## src/shared/fl_pkg.sv

```systemverilog
/*
  Shared constants for the flash LED control block: register offsets,
  field positions, reset values, mode codes and timing counts.
  Assumes a 10 MHz system clock.
*/
`default_nettype none
package fl_pkg;
  // ----------------------------------------------------------------
  // Register offsets on the serial register port
  // ----------------------------------------------------------------
  localparam logic [3:0] ADDR_DUR   = 4'h5; // Pulse duration limit
  localparam logic [3:0] ADDR_CTRL  = 4'h6; // Operating control
  localparam logic [3:0] ADDR_TRIG  = 4'h7; // Trigger input config
  localparam logic [3:0] ADDR_FAULT = 4'h8; // Protection flags

  // ----------------------------------------------------------------
  // Reset values
  // ----------------------------------------------------------------
  localparam logic [7:0] DUR_RST  = 8'h23;  // 72 ms
  localparam logic [7:0] CTRL_RST = 8'h00;
  localparam logic [7:0] TRIG_RST = 8'hc0;  // Enabled, level sensed
  localparam logic [7:0] FLT_RST  = 8'h00;

  // ----------------------------------------------------------------
  // Field positions
  // ----------------------------------------------------------------
  localparam int CTRL_OUT_ON = 3; // Sink enable
  localparam int TRIG_TYPE   = 6; // 1 = level, 0 = edge
  localparam int TRIG_ON     = 7; // Strobe enable
  localparam int FLT_UVLO    = 0;
  localparam int FLT_TXM     = 3;
  localparam int FLT_TMO     = 4;
  localparam int FLT_OTP     = 5;
  localparam int FLT_SHORT   = 6;
  localparam int FLT_OVP     = 7;

  // Pin-function settings of the transmit-mask/torch pin
  localparam logic [1:0] PF_TXMASK = 2'h1;
  localparam logic [1:0] PF_TORCH  = 2'h2;

  // Operating modes, in field order 00..11
  typedef enum logic [1:0] {
    MODE_OFF, MODE_IND, MODE_ASSIST, MODE_FLASH
  } fl_mode_t;

  // ----------------------------------------------------------------
  // Timing
  // ----------------------------------------------------------------
  localparam int CLK_HZ      = 10_000_000;
  localparam int TICK_MS     = 1;                       // Timer step
  localparam int CYC_PER_MS  = CLK_HZ / 1000 * TICK_MS; // 10000
  localparam int PWM_FREQ_HZ = 31_250;
  localparam int PWM_PERIOD  = CLK_HZ / PWM_FREQ_HZ;    // 320
  localparam int PWM_SLOTS   = 16;
  localparam int PWM_SLOT    = PWM_PERIOD / PWM_SLOTS;  // 20

  // Duration code to milliseconds, 2 ms steps then 8 ms steps
  function automatic logic [10:0] dur_ms(input logic [7:0] c);
    logic [7:0] hi;
    hi = c - 8'h7f;
    if (c < 8'h80) begin
      dur_ms = {2'h0, c, 1'b0} + 11'h002;
    end else begin
      dur_ms = {hi, 3'h0} + 11'h100;
    end
  endfunction
endpackage
`default_nettype wire

```

## src/rtl/fl_ctrl_regs.sv

```systemverilog
/*
  Control and status registers of an LED flash driver: duration timer,
  mode selection, sink enable, strobe handling and fault flags.
  Assumes a serial bus front end that presents decoded register
  reads and writes as one-cycle strobes, and analog detectors and
  pins that are asynchronous to clk_in.
*/
`default_nettype none
module fl_ctrl_regs
  import fl_pkg::*;
#(
  parameter int CYC_MS = CYC_PER_MS // Shorten in simulation
) (
  input  wire logic       clk_in,
  input  wire logic       srst_in,
  input  wire logic [3:0] reg_addr_in,    // Register offset
  input  wire logic [7:0] reg_wdata_in,   // Write data
  input  wire logic       reg_wr_in,      // Write strobe
  input  wire logic       reg_rd_in,      // Read strobe
  output logic      [7:0] reg_rdata_out,  // Read data, next cycle
  input  wire logic [7:0] led_current_in, // Current setting
  input  wire logic [1:0] pin_func_in,    // Mask/torch pin function
  input  wire logic [1:0] ind_duty_in,    // Indicator duty
  input  wire logic       strobe_in,      // Strobe pin
  input  wire logic       txmask_in,      // Mask/torch pin
  input  wire logic       uvlo_in,        // Undervoltage detector
  input  wire logic       overtemp_in,    // Temperature detector
  input  wire logic       led_short_in,   // Short detector
  input  wire logic       ovp_in,         // Overvoltage detector
  output logic            sink_outputs_en_out, // Sinks on
  output logic      [7:0] sink_current_out,    // Current code
  output logic            flash_active_out     // Flash pulse running
);
  // ----------------------------------------------------------------
  // Pin synchronisers
  // ----------------------------------------------------------------
  logic [5:0] meta_q; // First stage, read only by sync_q
  logic [5:0] sync_q; // Safe copies
  always_ff @(posedge clk_in) begin
    meta_q <= {ovp_in, led_short_in, overtemp_in, uvlo_in,
               txmask_in, strobe_in};
    sync_q <= meta_q;
  end
  logic strobe_s, txm_s, strobe_d1_q;
  assign strobe_s = sync_q[0];
  assign txm_s    = sync_q[1];

  // Previous strobe level for edge sensing
  always_ff @(posedge clk_in) begin
    strobe_d1_q <= srst_in ? 1'b0 : strobe_s;
  end

  // ----------------------------------------------------------------
  // Registers
  // ----------------------------------------------------------------
  logic [7:0] dur_q;   // Duration code
  fl_mode_t   mode_q;  // Operating mode
  logic       out_on_q;
  logic       trig_on_q, trig_lvl_q;
  logic [7:0] fault_q;
  logic [7:0] fault_set; // Events this cycle
  logic       flash_end; // Pulse done, auto clear
  logic       wr_dur, wr_ctrl, wr_trig, rd_fault;

  assign wr_dur   = reg_wr_in && reg_addr_in == ADDR_DUR;
  assign wr_ctrl  = reg_wr_in && reg_addr_in == ADDR_CTRL;
  assign wr_trig  = reg_wr_in && reg_addr_in == ADDR_TRIG;
  assign rd_fault = reg_rd_in && reg_addr_in == ADDR_FAULT;

  // Duration code for the one timer that sets both flash length and timeout
  always_ff @(posedge clk_in) begin
    if (srst_in) begin
      dur_q <= DUR_RST;
    end else if (wr_dur) begin
      dur_q <= reg_wdata_in;
    end
  end

  // Control: a host write wins over the auto clear in the same cycle
  // Bit 2 is not stored; the host keeps it zero
  always_ff @(posedge clk_in) begin
    if (srst_in) begin
      mode_q   <= fl_mode_t'(CTRL_RST[1:0]);
      out_on_q <= CTRL_RST[CTRL_OUT_ON];
    end else if (wr_ctrl) begin
      mode_q   <= fl_mode_t'(reg_wdata_in[1:0]);
      out_on_q <= reg_wdata_in[CTRL_OUT_ON];
    end else if (flash_end) begin
      mode_q   <= MODE_OFF;
      out_on_q <= 1'b0;
    end
  end

  // Strobe configuration
  always_ff @(posedge clk_in) begin
    if (srst_in) begin
      trig_on_q  <= TRIG_RST[TRIG_ON];
      trig_lvl_q <= TRIG_RST[TRIG_TYPE];
    end else if (wr_trig) begin
      trig_on_q  <= reg_wdata_in[TRIG_ON];
      trig_lvl_q <= reg_wdata_in[TRIG_TYPE];
    end
  end

  // ----------------------------------------------------------------
  // Flash sequencer
  // ----------------------------------------------------------------
  typedef enum logic {FL_IDLE, FL_ON} fl_state_t;
  fl_state_t st_q;
  logic armed, start, expire, lvl_end;

  assign armed = mode_q == MODE_FLASH && out_on_q;
  // Disabled strobe: flash fires as soon as it is armed
  always_comb begin
    start = 1'b0;
    // Mode is still flash while the auto clear is pending: no restart
    if (st_q == FL_IDLE && armed && !flash_end) begin
      if (!trig_on_q) begin
        start = 1'b1;
      end else if (trig_lvl_q) begin
        start = strobe_s;
      end else begin
        start = strobe_s && !strobe_d1_q;
      end
    end
  end
  // Level sensing ends when the strobe drops
  assign lvl_end = trig_on_q && trig_lvl_q && !strobe_s;

  fl_ms_timer #(.CYC_MS(CYC_MS)) u_tmr (
    .clk_in    (clk_in),
    .srst_in   (srst_in),
    .start_in  (start),
    .stop_in   (st_q == FL_ON && (lvl_end || !armed)),
    .dur_ms_in (dur_ms(dur_q)),
    .expire_out(expire)
  );

  // One pulse per arming; ending clears the arming
  always_ff @(posedge clk_in) begin
    flash_end <= 1'b0;
    if (srst_in) begin
      st_q <= FL_IDLE;
    end else begin
      case (st_q)
        FL_IDLE: begin
          if (start) begin
            st_q <= FL_ON;
          end
        end
        FL_ON: begin
          if (!armed) begin
            st_q <= FL_IDLE; // Host aborted
          end else if (expire || lvl_end) begin
            st_q      <= FL_IDLE;
            flash_end <= 1'b1;
          end
        end
        default: st_q <= FL_IDLE;
      endcase
    end
  end

  // ----------------------------------------------------------------
  // Fault flags: set wins over the read clear
  // ----------------------------------------------------------------
  logic flash_on, tmo_hit;
  assign flash_on = st_q == FL_ON;
  // Timeout: the strobe still asks for light when time runs out
  assign tmo_hit = flash_on && expire && trig_on_q && trig_lvl_q
                   && strobe_s;
  always_comb begin
    fault_set            = 8'h00;
    fault_set[FLT_UVLO]  = sync_q[2];
    fault_set[FLT_TXM]   = flash_on && txm_s
                           && pin_func_in == PF_TXMASK;
    fault_set[FLT_TMO]   = tmo_hit;
    fault_set[FLT_OTP]   = sync_q[3];
    fault_set[FLT_SHORT] = sync_q[4];
    fault_set[FLT_OVP]   = sync_q[5];
  end
  always_ff @(posedge clk_in) begin
    if (srst_in) begin
      fault_q <= FLT_RST;
    end else begin
      fault_q <= (rd_fault ? 8'h00 : fault_q) | fault_set;
    end
  end

  // Read data; unmapped offsets read zero
  always_ff @(posedge clk_in) begin
    if (srst_in) begin
      reg_rdata_out <= 8'h00;
    end else if (reg_rd_in) begin
      case (reg_addr_in)
        ADDR_DUR:   reg_rdata_out <= dur_q;
        ADDR_CTRL:  reg_rdata_out <= {4'h0, out_on_q, 1'b0, mode_q};
        ADDR_TRIG:  reg_rdata_out <= {trig_on_q, trig_lvl_q, 6'h00};
        ADDR_FAULT: reg_rdata_out <= fault_q;
        default:    reg_rdata_out <= 8'h00;
      endcase
    end
  end

  // ----------------------------------------------------------------
  // Sink drive
  // ----------------------------------------------------------------
  logic pwm_on, torch_req;
  fl_pwm u_pwm (
    .clk_in    (clk_in),
    .srst_in   (srst_in),
    .duty_in   (ind_duty_in),
    .pwm_on_out(pwm_on)
  );
  assign torch_req = pin_func_in == PF_TORCH && txm_s;

  // Current code and enable per mode
  always_ff @(posedge clk_in) begin
    if (srst_in) begin
      sink_current_out    <= 8'h00;
      sink_outputs_en_out <= 1'b0;
    end else begin
      sink_current_out    <= 8'h00;
      sink_outputs_en_out <= 1'b0;
      case (mode_q)
        MODE_OFF: begin
          if (torch_req) begin
            sink_current_out    <= led_current_in & 8'h7f;
            sink_outputs_en_out <= 1'b1;
          end
        end
        MODE_IND: begin
          sink_current_out    <= led_current_in & 8'h3f;
          sink_outputs_en_out <= out_on_q && pwm_on;
        end
        MODE_ASSIST: begin
          sink_current_out    <= led_current_in & 8'h7f;
          sink_outputs_en_out <= out_on_q;
        end
        MODE_FLASH: begin
          sink_current_out    <= led_current_in;
          sink_outputs_en_out <= flash_on && armed;
        end
        default: sink_current_out <= 8'h00;
      endcase
    end
  end

  always_ff @(posedge clk_in) begin
    flash_active_out <= srst_in ? 1'b0 : flash_on;
  end
endmodule
`default_nettype wire

```

## src/rtl/fl_ms_timer.sv

```systemverilog
/*
  Millisecond duration timer for one flash pulse.
  Assumes a start pulse and a duration in ms from the same clock.
*/
`default_nettype none
module fl_ms_timer
  import fl_pkg::*;
#(
  parameter int CYC_MS = CYC_PER_MS
) (
  input  wire logic        clk_in,
  input  wire logic        srst_in,
  input  wire logic        start_in,   // Load and run
  input  wire logic        stop_in,    // Abort
  input  wire logic [10:0] dur_ms_in,  // Duration in ms
  output logic             expire_out  // One-cycle pulse at end
);
  // ----------------------------------------------------------------
  // Divider and ms counter
  // ----------------------------------------------------------------
  logic [15:0] div_q;  // Cycles within the current ms
  logic [10:0] ms_q;   // Milliseconds left
  logic        run_q;  // Counting

  // Expiry shows in the last counted cycle, not one later, so the
  // pulse lasts exactly the programmed number of milliseconds
  assign expire_out = run_q && div_q == 16'(CYC_MS - 1) && ms_q == 11'h001;

  // The ms tick is a local enable, so no second clock is needed
  always_ff @(posedge clk_in) begin
    if (srst_in || stop_in) begin
      run_q <= 1'b0;
      div_q <= 16'h0000;
      ms_q  <= 11'h000;
    end else if (start_in) begin
      run_q <= 1'b1;
      div_q <= 16'h0000;
      ms_q  <= dur_ms_in;
    end else if (run_q) begin
      if (div_q == 16'(CYC_MS - 1)) begin
        div_q <= 16'h0000;
        if (ms_q == 11'h001) begin
          run_q <= 1'b0;
        end else begin
          ms_q <= ms_q - 11'h001;
        end
      end else begin
        div_q <= div_q + 16'h0001;
      end
    end
  end
endmodule
`default_nettype wire

```

## src/rtl/fl_pwm.sv

```systemverilog
/*
  Indicator PWM at 31.25 kHz with 1/16..4/16 duty.
  Assumes the 10 MHz system clock.
*/
`default_nettype none
module fl_pwm
  import fl_pkg::*;
(
  input  wire logic       clk_in,
  input  wire logic       srst_in,
  input  wire logic [1:0] duty_in,    // 00 = 1/16 .. 11 = 4/16
  output logic            pwm_on_out  // High during the on slice
);
  logic [8:0] cnt_q;  // Position in the period
  logic [8:0] on_len; // On cycles for this duty

  // Period counter
  always_ff @(posedge clk_in) begin
    if (srst_in || cnt_q == 9'(PWM_PERIOD - 1)) begin
      cnt_q <= 9'h000;
    end else begin
      cnt_q <= cnt_q + 9'h001;
    end
  end

  assign on_len = 9'(({7'h00, duty_in} + 9'h001) * PWM_SLOT);

  // Registered output keeps the sink gate glitch free
  always_ff @(posedge clk_in) begin
    if (srst_in) begin
      pwm_on_out <= 1'b0;
    end else begin
      pwm_on_out <= cnt_q < on_len;
    end
  end
endmodule
`default_nettype wire

```

## config.mk

```make
export PLATFORM = sky130hd
export DESIGN_NAME = fl_ctrl_regs
export DESIGN_NICKNAME = d
export VERILOG_FILES = /design/src/shared/fl_pkg.sv /design/src/rtl/fl_ctrl_regs.sv /design/src/rtl/fl_ms_timer.sv /design/src/rtl/fl_pwm.sv
export SDC_FILE = /design/constraint.sdc
export NUM_CORES = 1
export LEC_CHECK = 0
export ABC_AREA = 1
export ABC_CLOCK_PERIOD_IN_PS = 3100
export BUFFER_PORTS_ARGS = -buffer_cell sky130_fd_sc_hd__buf_2
export CAP_MARGIN = 20
export CORE_UTILIZATION = 25
export CTS_BUF_LIST = sky130_fd_sc_hd__clkbuf_16
export DETAILED_ROUTE_END_ITERATION = 16
export GPL_TIMING_DRIVEN = 0
export PLACE_DENSITY = 0.48
export RECOVER_POWER = 25
export SLEW_MARGIN = 0
export SYNTH_ARGS = -nofsm -noshare
export SYNTH_HDL_FRONTEND = slang
export SYNTH_HIERARCHICAL = 1
export SYNTH_SLANG_ARGS = --single-unit
```

## constraint.sdc

```tcl
create_clock -name clk_in -period 3.1 [get_ports clk_in]
set_input_delay 0.31 -clock clk_in [delete_from_list [all_inputs] [get_ports clk_in]]
set_output_delay 0.31 -clock clk_in [all_outputs]
set_load 0.05 [all_outputs]
```

=== Word-level counts from Yosys, hierarchy flattened ===
Cells that the tools add are included.
W data, S select, Z words.

* Word-level logic and storage cells: 111
* Register bits: 92
* Output and inout bits: 18

* Reductions and logical operators: 37
* Eq/ne operators: 13
* Bitwise gates (word level): 3
* Add/subtract/negate cells: 7
* $mul: 1
* $lt $le $gt $ge: 2
* Muxes and demuxes: 28

{| class="wikitable"
|+ Operators by type and width
! operator !! count
|-
| $pmux W8 S4 || 2
|-
| $mux W11 || 5
|-
| $mul A32 B3 Y7 const B || 1
|-
| $logic_and A1 B1 Y1 || 22
|-
| $add A16 B1 Y16 const B || 1
|-
| $eq A16 B14 Y1 const B || 1
|-
| $mux W16 || 1
|-
| $mux W1 || 14
|-
| $eq A4 B3 Y1 const B || 3
|-
| $add A11 B9 Y11 const B || 1
|-
| $eq A11 B1 Y1 const B || 1
|-
| $sub A11 B1 Y11 const B || 1
|-
| $add A9 B2 Y10 const B || 1
|-
| $add A9 B1 Y9 const B || 1
|-
| $eq A9 B9 Y1 const B || 1
|-
| $lt A9 B9 Y1 || 1
|-
| $lt A8 B8 Y1 const B || 1
|-
| $mux W8 || 1
|-
| $or A8 B8 Y8 || 1
|-
| $sub A8 B7 Y8 const B || 1
|-
| $mux W7 || 1
|-
| $eq A2 B2 Y1 const B || 3
|-
| $reduce_bool A2 Y1 || 3
|-
| $eq A2 B1 Y1 const B || 2
|-
| 13 further kinds || 21
|}

=== Logic depth before layout (Yosys ltp) ===
* Depth after elaboration: 8
* Gate-level depth with buffers: 12
* Mapped depth without buffers: 12

=== Cells and area by module ===
Netlist, hierarchy kept.

{| class="wikitable"
|+ Modules (own cells, without submodules)
! module !! area each (µm²) !! sequential area each (µm²) !! instances !! cells each
|-
| fl_ctrl_regs || 2065.7 || 1041.0 || 1 || 276
|-
| fl_ms_timer || 1725.4 || 560.5 || 1 || 268
|-
| fl_pwm || 554.3 || 200.2 || 1 || 77
|}

=== Least setup slack after synthesis ===
Ideal clock, no wire load.

* Path kind: reg-to-reg
* Start point: register mode_q[0]
* End point: register u_tmr.ms_q[4]
* Period minus slack after synthesis: 1.613 ns
* Arrival: 1.504 ns
* Path slack: 1.487 ns
* Path buffers: 1
* Cell stages (with the launch flop): 10
* Library setup time: 0.110 ns
* Path through: dfxtp_1 > nand3_1 > nor3_1 > nand2_1 > inv_1 > clkbuf_1 > mux2i_1 > nand2_1 > nand2_1 > nor2_1

* Word-level cells in the longest chain between the ends: 7
* Elaborated cells on any way between the ends: 14

{| class="wikitable"
|+ Ends and longest elaborated chain
! element !! RTL line !! text
|-
| from (decl) || fl_ctrl_regs.sv:57 || <nowiki>fl_mode_t mode_q;</nowiki>
|-
| from (signal assigned) || fl_ctrl_regs.sv:83 || <nowiki>mode_q <= fl_mode_t'(CTRL_RST[1:0]);</nowiki>
|-
| from (signal assigned) || fl_ctrl_regs.sv:86 || <nowiki>mode_q <= fl_mode_t'(reg_wdata_in[1:0]);</nowiki>
|-
| $eq A2 B2 Y1 (*) || fl_ctrl_regs.sv:112 || <nowiki>assign armed = mode_q == MODE_FLASH && out_on_q;</nowiki>
|-
| $logic_and A1 B1 Y1 (*) || fl_ctrl_regs.sv:112 ||
|-
| $logic_and A1 B1 Y1 (*) (2 in series) || fl_ctrl_regs.sv:117 || <nowiki>if (st_q == FL_IDLE && armed && !flash_end) begin</nowiki>
|-
| $mux W1 (*) || fl_ctrl_regs.sv:117 ||
|-
| named net start || fl_ctrl_regs.sv:110 || <nowiki>logic armed, start, expire, lvl_end;</nowiki>
|-
| $ne A2 B2 Y1 (no source line) / $reduce_bool A2 Y1 (equally long branches) || -- ||
|-
| $reduce_and A3 Y1 (no source line) || -- ||
|-
| to (signal assigned) || fl_ms_timer.sv:38 || <nowiki>ms_q <= dur_ms_in;</nowiki>
|-
| to (signal assigned) || fl_ms_timer.sv:45 || <nowiki>ms_q <= ms_q - 11'h001;</nowiki>
|-
| to (decl) || fl_ms_timer.sv:22 || <nowiki>logic [10:0] ms_q;</nowiki>
|}

Mark *: on every way through the listed nets, which the timed path passes. The rest lies on a longest branch.
A chain may end at the register's enable or synchronous reset.

=== Worst setup path in the final report ===
Same ends and word-level chain as after synthesis.

==> impl_metrics.py <==
metrics = {
    "outcome": {
        "outcome": "finished clean",
    },
    "synthesis": {
        "ys_top_cells_by_area": "dfxtp_1 41%, nand2_1 11%, nor2_1 10%",
        "synthMostInstantiatedCell": "nand2_1",
        "async_flop_share": 0,
        "syn_area_um2": 4350,
        "ys_warn_count": 6,
        "synth.largest_area_cell": "dfxtp_1",
        "synth-simple-area-share": 0.360,
        "muxShareOfSynthArea": 0.00230,
        "synth_edf_count": 0,
        "synth_compound_area_frac": 0.0901,
        "synth_cell_types": 36,
        "synthXorXnorAreaFrac": 0.0222,
        "synthAdderAreaFrac": 0.0317,
        "synthCells": 621,
        "synth_top_family_by_area": "simple AND/OR/NAND/NOR gates",
        "ys_ff_latch": 90,
        "synth.avg_cell_area_um2": 7.00,
        "synth_top_area_frac": 0.415,
        "yosys_most_used_dff": "dfxtp_1",
        "synth_seq_area_share": 0.415,
        "synthTopCellsByCount": "122 x nand2_1, 119 x nor2_1, 90 x dfxtp_1",
        "syn-num-nets": 666,
    },
    "power_and_ir_drop": {
        "power_density_nw_per_um2": 473,
        "p_leak_uw": 0.00224,
        "p_sw_frac": 0.240,
        "combinationalPowerShare": 0.055,
        "seqPwrFrac": 0.490,
        "clkPwrFrac": 0.454,
        "internal_power_uw": 1850,
        "netSwitchingPower_uw": 583,
        "ir_worst_vdd_uv": 284,
    },
    "placement": {
        "dp_cells": 891,
        "routabilityCongestion": 0.784,
        "dp_hpwl_um": 7890,
        "numPortBuffers": 50,
        "placed_area_um2": 4870,
    },
    "detailed_routing": {
        "wl_met1_um": 5110,
        "drc": 0,
        "wl_per_cell_um": 11.4,
        "route.met2.wl_um": 4770,
        "totalWireLength_um": 10300,
        "met3WireLength_um": 258,
        "ant_nets": 0,
        "routed.top_layer": "met4",
        "drt_iter0_drc": 166,
        "vias_per_cell": 4.23,
        "dr.pass1.iters": 4,
        "vias": 3833,
    },
    "worst_setup_path": {
        "end_kind": "flop",
        "cp-start-kind": "flop",
        "arrival_ps": 2340,
        "critPathKind": "reg -> reg",
        "crit_required_ps": 3360,
        "cp_max_fo": 10,
    },
    "clocking": {
        "cts_tree": "yes",
        "cts_setup_buffers": 0,
        "clock_latency_ps": 350,
        "clockBufferDepth": 2,
        "cts_root_buf": "clkbuf_16",
        "clkSlewWorstSetupHoldPaths_ps": 70,
        "cts_resized": 0,
        "cts_made_buffers": 9,
        "clock_sinks": 90,
        "htree_levels": 3,
        "hold_buffers": 0,
    },
    "global_routing": {
        "antenna_found_initial": 0,
        "grt_overflow": 0,
        "grt_max_degree": 16,
        "grt_pass1_wl_um": 17100,
        "grt_util_all_layers": 0.123,
        "grt_pass1_vias": 3614,
    },
    "die": {
        "start_util": 0.259,
        "core-area_um2": 16800,
        "num_rows": 47,
        "die_width_um": 134,
        "die_y_um": 134,
        "pin_count": 52,
        "die-area_um2": 17900,
    },
    "layout": {
        "final_area_um2": 5150,
        "antenna_cells": 0,
        "fill_cells": 1868,
        "drive_gt1_frac": 0.157,
        "stdcell_count": 907,
        "fin_util": 0.307,
        "nNetsFinal": 727,
        "area_growth_syn_to_layout_pct": 18.5,
    },
    "sta": {
        "skew_ps": 7.48,
        "setup_viol": 0,
        "hold_viol_final": 0,
        "finalCritPeriodShare": 0.674,
        "maxSlewViolCount": 0,
        "maxSlewHeadroom": 0.642,
        "rsz0062_at_grt": "false",
        "fmaxAchievable_mhz": 479,
        "min_period_ps": 2090,
        "tns_ps": 0,
        "worstMarginPinSlew_ps": 538,
    },
    "worst_hold_path": {
        "hold_class": "in -> reg",
    },
    "flow_run": {
        "drv_cap": 0,
    },
}
-- final cells by class --
class,count,area (µm²),area share
buffer,10,51.3,0.00996
clock buffer,9,225,0.0437
clock inverter,7,70.1,0.0136
inverter,75,282,0.0547
multi-input combinational,446,2200,0.426
sequential,90,1800,0.350
tap,220,275,0.0535
timing repair buffer,50,248,0.0481
-- placed cells by master, fill, tap and decap left out, types with 2 or more instances in the layout --
cell type / n
nor3_1: 10
and3_1: 2
buf_2: 50
nand2_2: 5
ha_1: 11
or2_2: 2
o21ai_0: 28
nand3_2: 5
nor2_1: 121
nor2_4: 4
inv_2: 8
dfxtp_1: 90
xnor2_1: 5
nand2_1: 122
clkinvlp_4: 3
nor2_2: 9
buf_4: 3
a21oi_1: 37
o21ai_1: 4
nand4_1: 5
nand3_1: 54
nor3_2: 2
inv_1: 68
xor2_1: 6
clkbuf_16: 9
nand2_4: 3
clkbuf_1: 7
-- power by group through the flow --
stage	Clock, µW	Combinational, µW	Sequential [µW]
2_1_floorplan	0	73.4	1230
3_3_place_gp	0	139	1220
3_5_place_dp	0	139	1220
4_1_cts	1150	140	1190
5_1_grt	1200	153	1190
6_report	1110	135	1190
-- kinds of logic after synthesis --
family | count (synthesis)
flops | 90
mux | 1
buf+inv | 85
simple gates | 347
compound gates | 75
xor+xnor | 11
other cells | 1
fa+ha+maj | 11
-- critical path: stages, from the launching register on --
cell and delay, ps:
dfxtp_1 440, nand3_1 180, nor3_1 160, nand2_1 110
inv_1 240, clkbuf_1 460, mux2i_1 240, nand2_1 60
nand2_1 50, nor2_1 40
-- registers in the layout, summed over array words and instances, names as in the netlist, 2 cells and up --
register	flops
dur_q	8
fault_q	6
meta_q	6
mode_q	2
reg_rdata_out	8
sink_current_out	8
sync_q	6
u_pwm/cnt_q	9
u_tmr/div_q	16
u_tmr/ms_q	11
-- routing by layer --
metal / global-route usage / vias up
met3: 0.0283 / 12
met1: 0.153 / 1690
met4: 0.0549 / 0
met2: 0.203 / 35
met5: 0 / -
li1: - / 2096
-- through the flow --
| step | worst slack (ps) | total power [µW] | hold slack, ps |
|---|---|---|---|
| after global routing | 778 | 2540 | 37.5 |
| after floorplan | 1490 | 1300 | 310 |
| after detailed placement | 991 | 1360 | 313 |
| after CTS | 979 | 2480 | 38.9 |
| final | 1010 | 2430 | 50.6 |
| after global placement | 958 | 1360 | 310 |
-- path summary, 6_finish.rpt --
path         slack [ps]  startpoint             to  cells past startpoint
min reg2reg         330   meta_q[1]      sync_q[1]                      0
min                  50     uvlo_in      meta_q[2]                      1
max reg2reg        1010   mode_q[0]  u_tmr/ms_q[4]                      9
max                1010   mode_q[0]  u_tmr/ms_q[4]                      9
(Power assumes the default switching activity.)
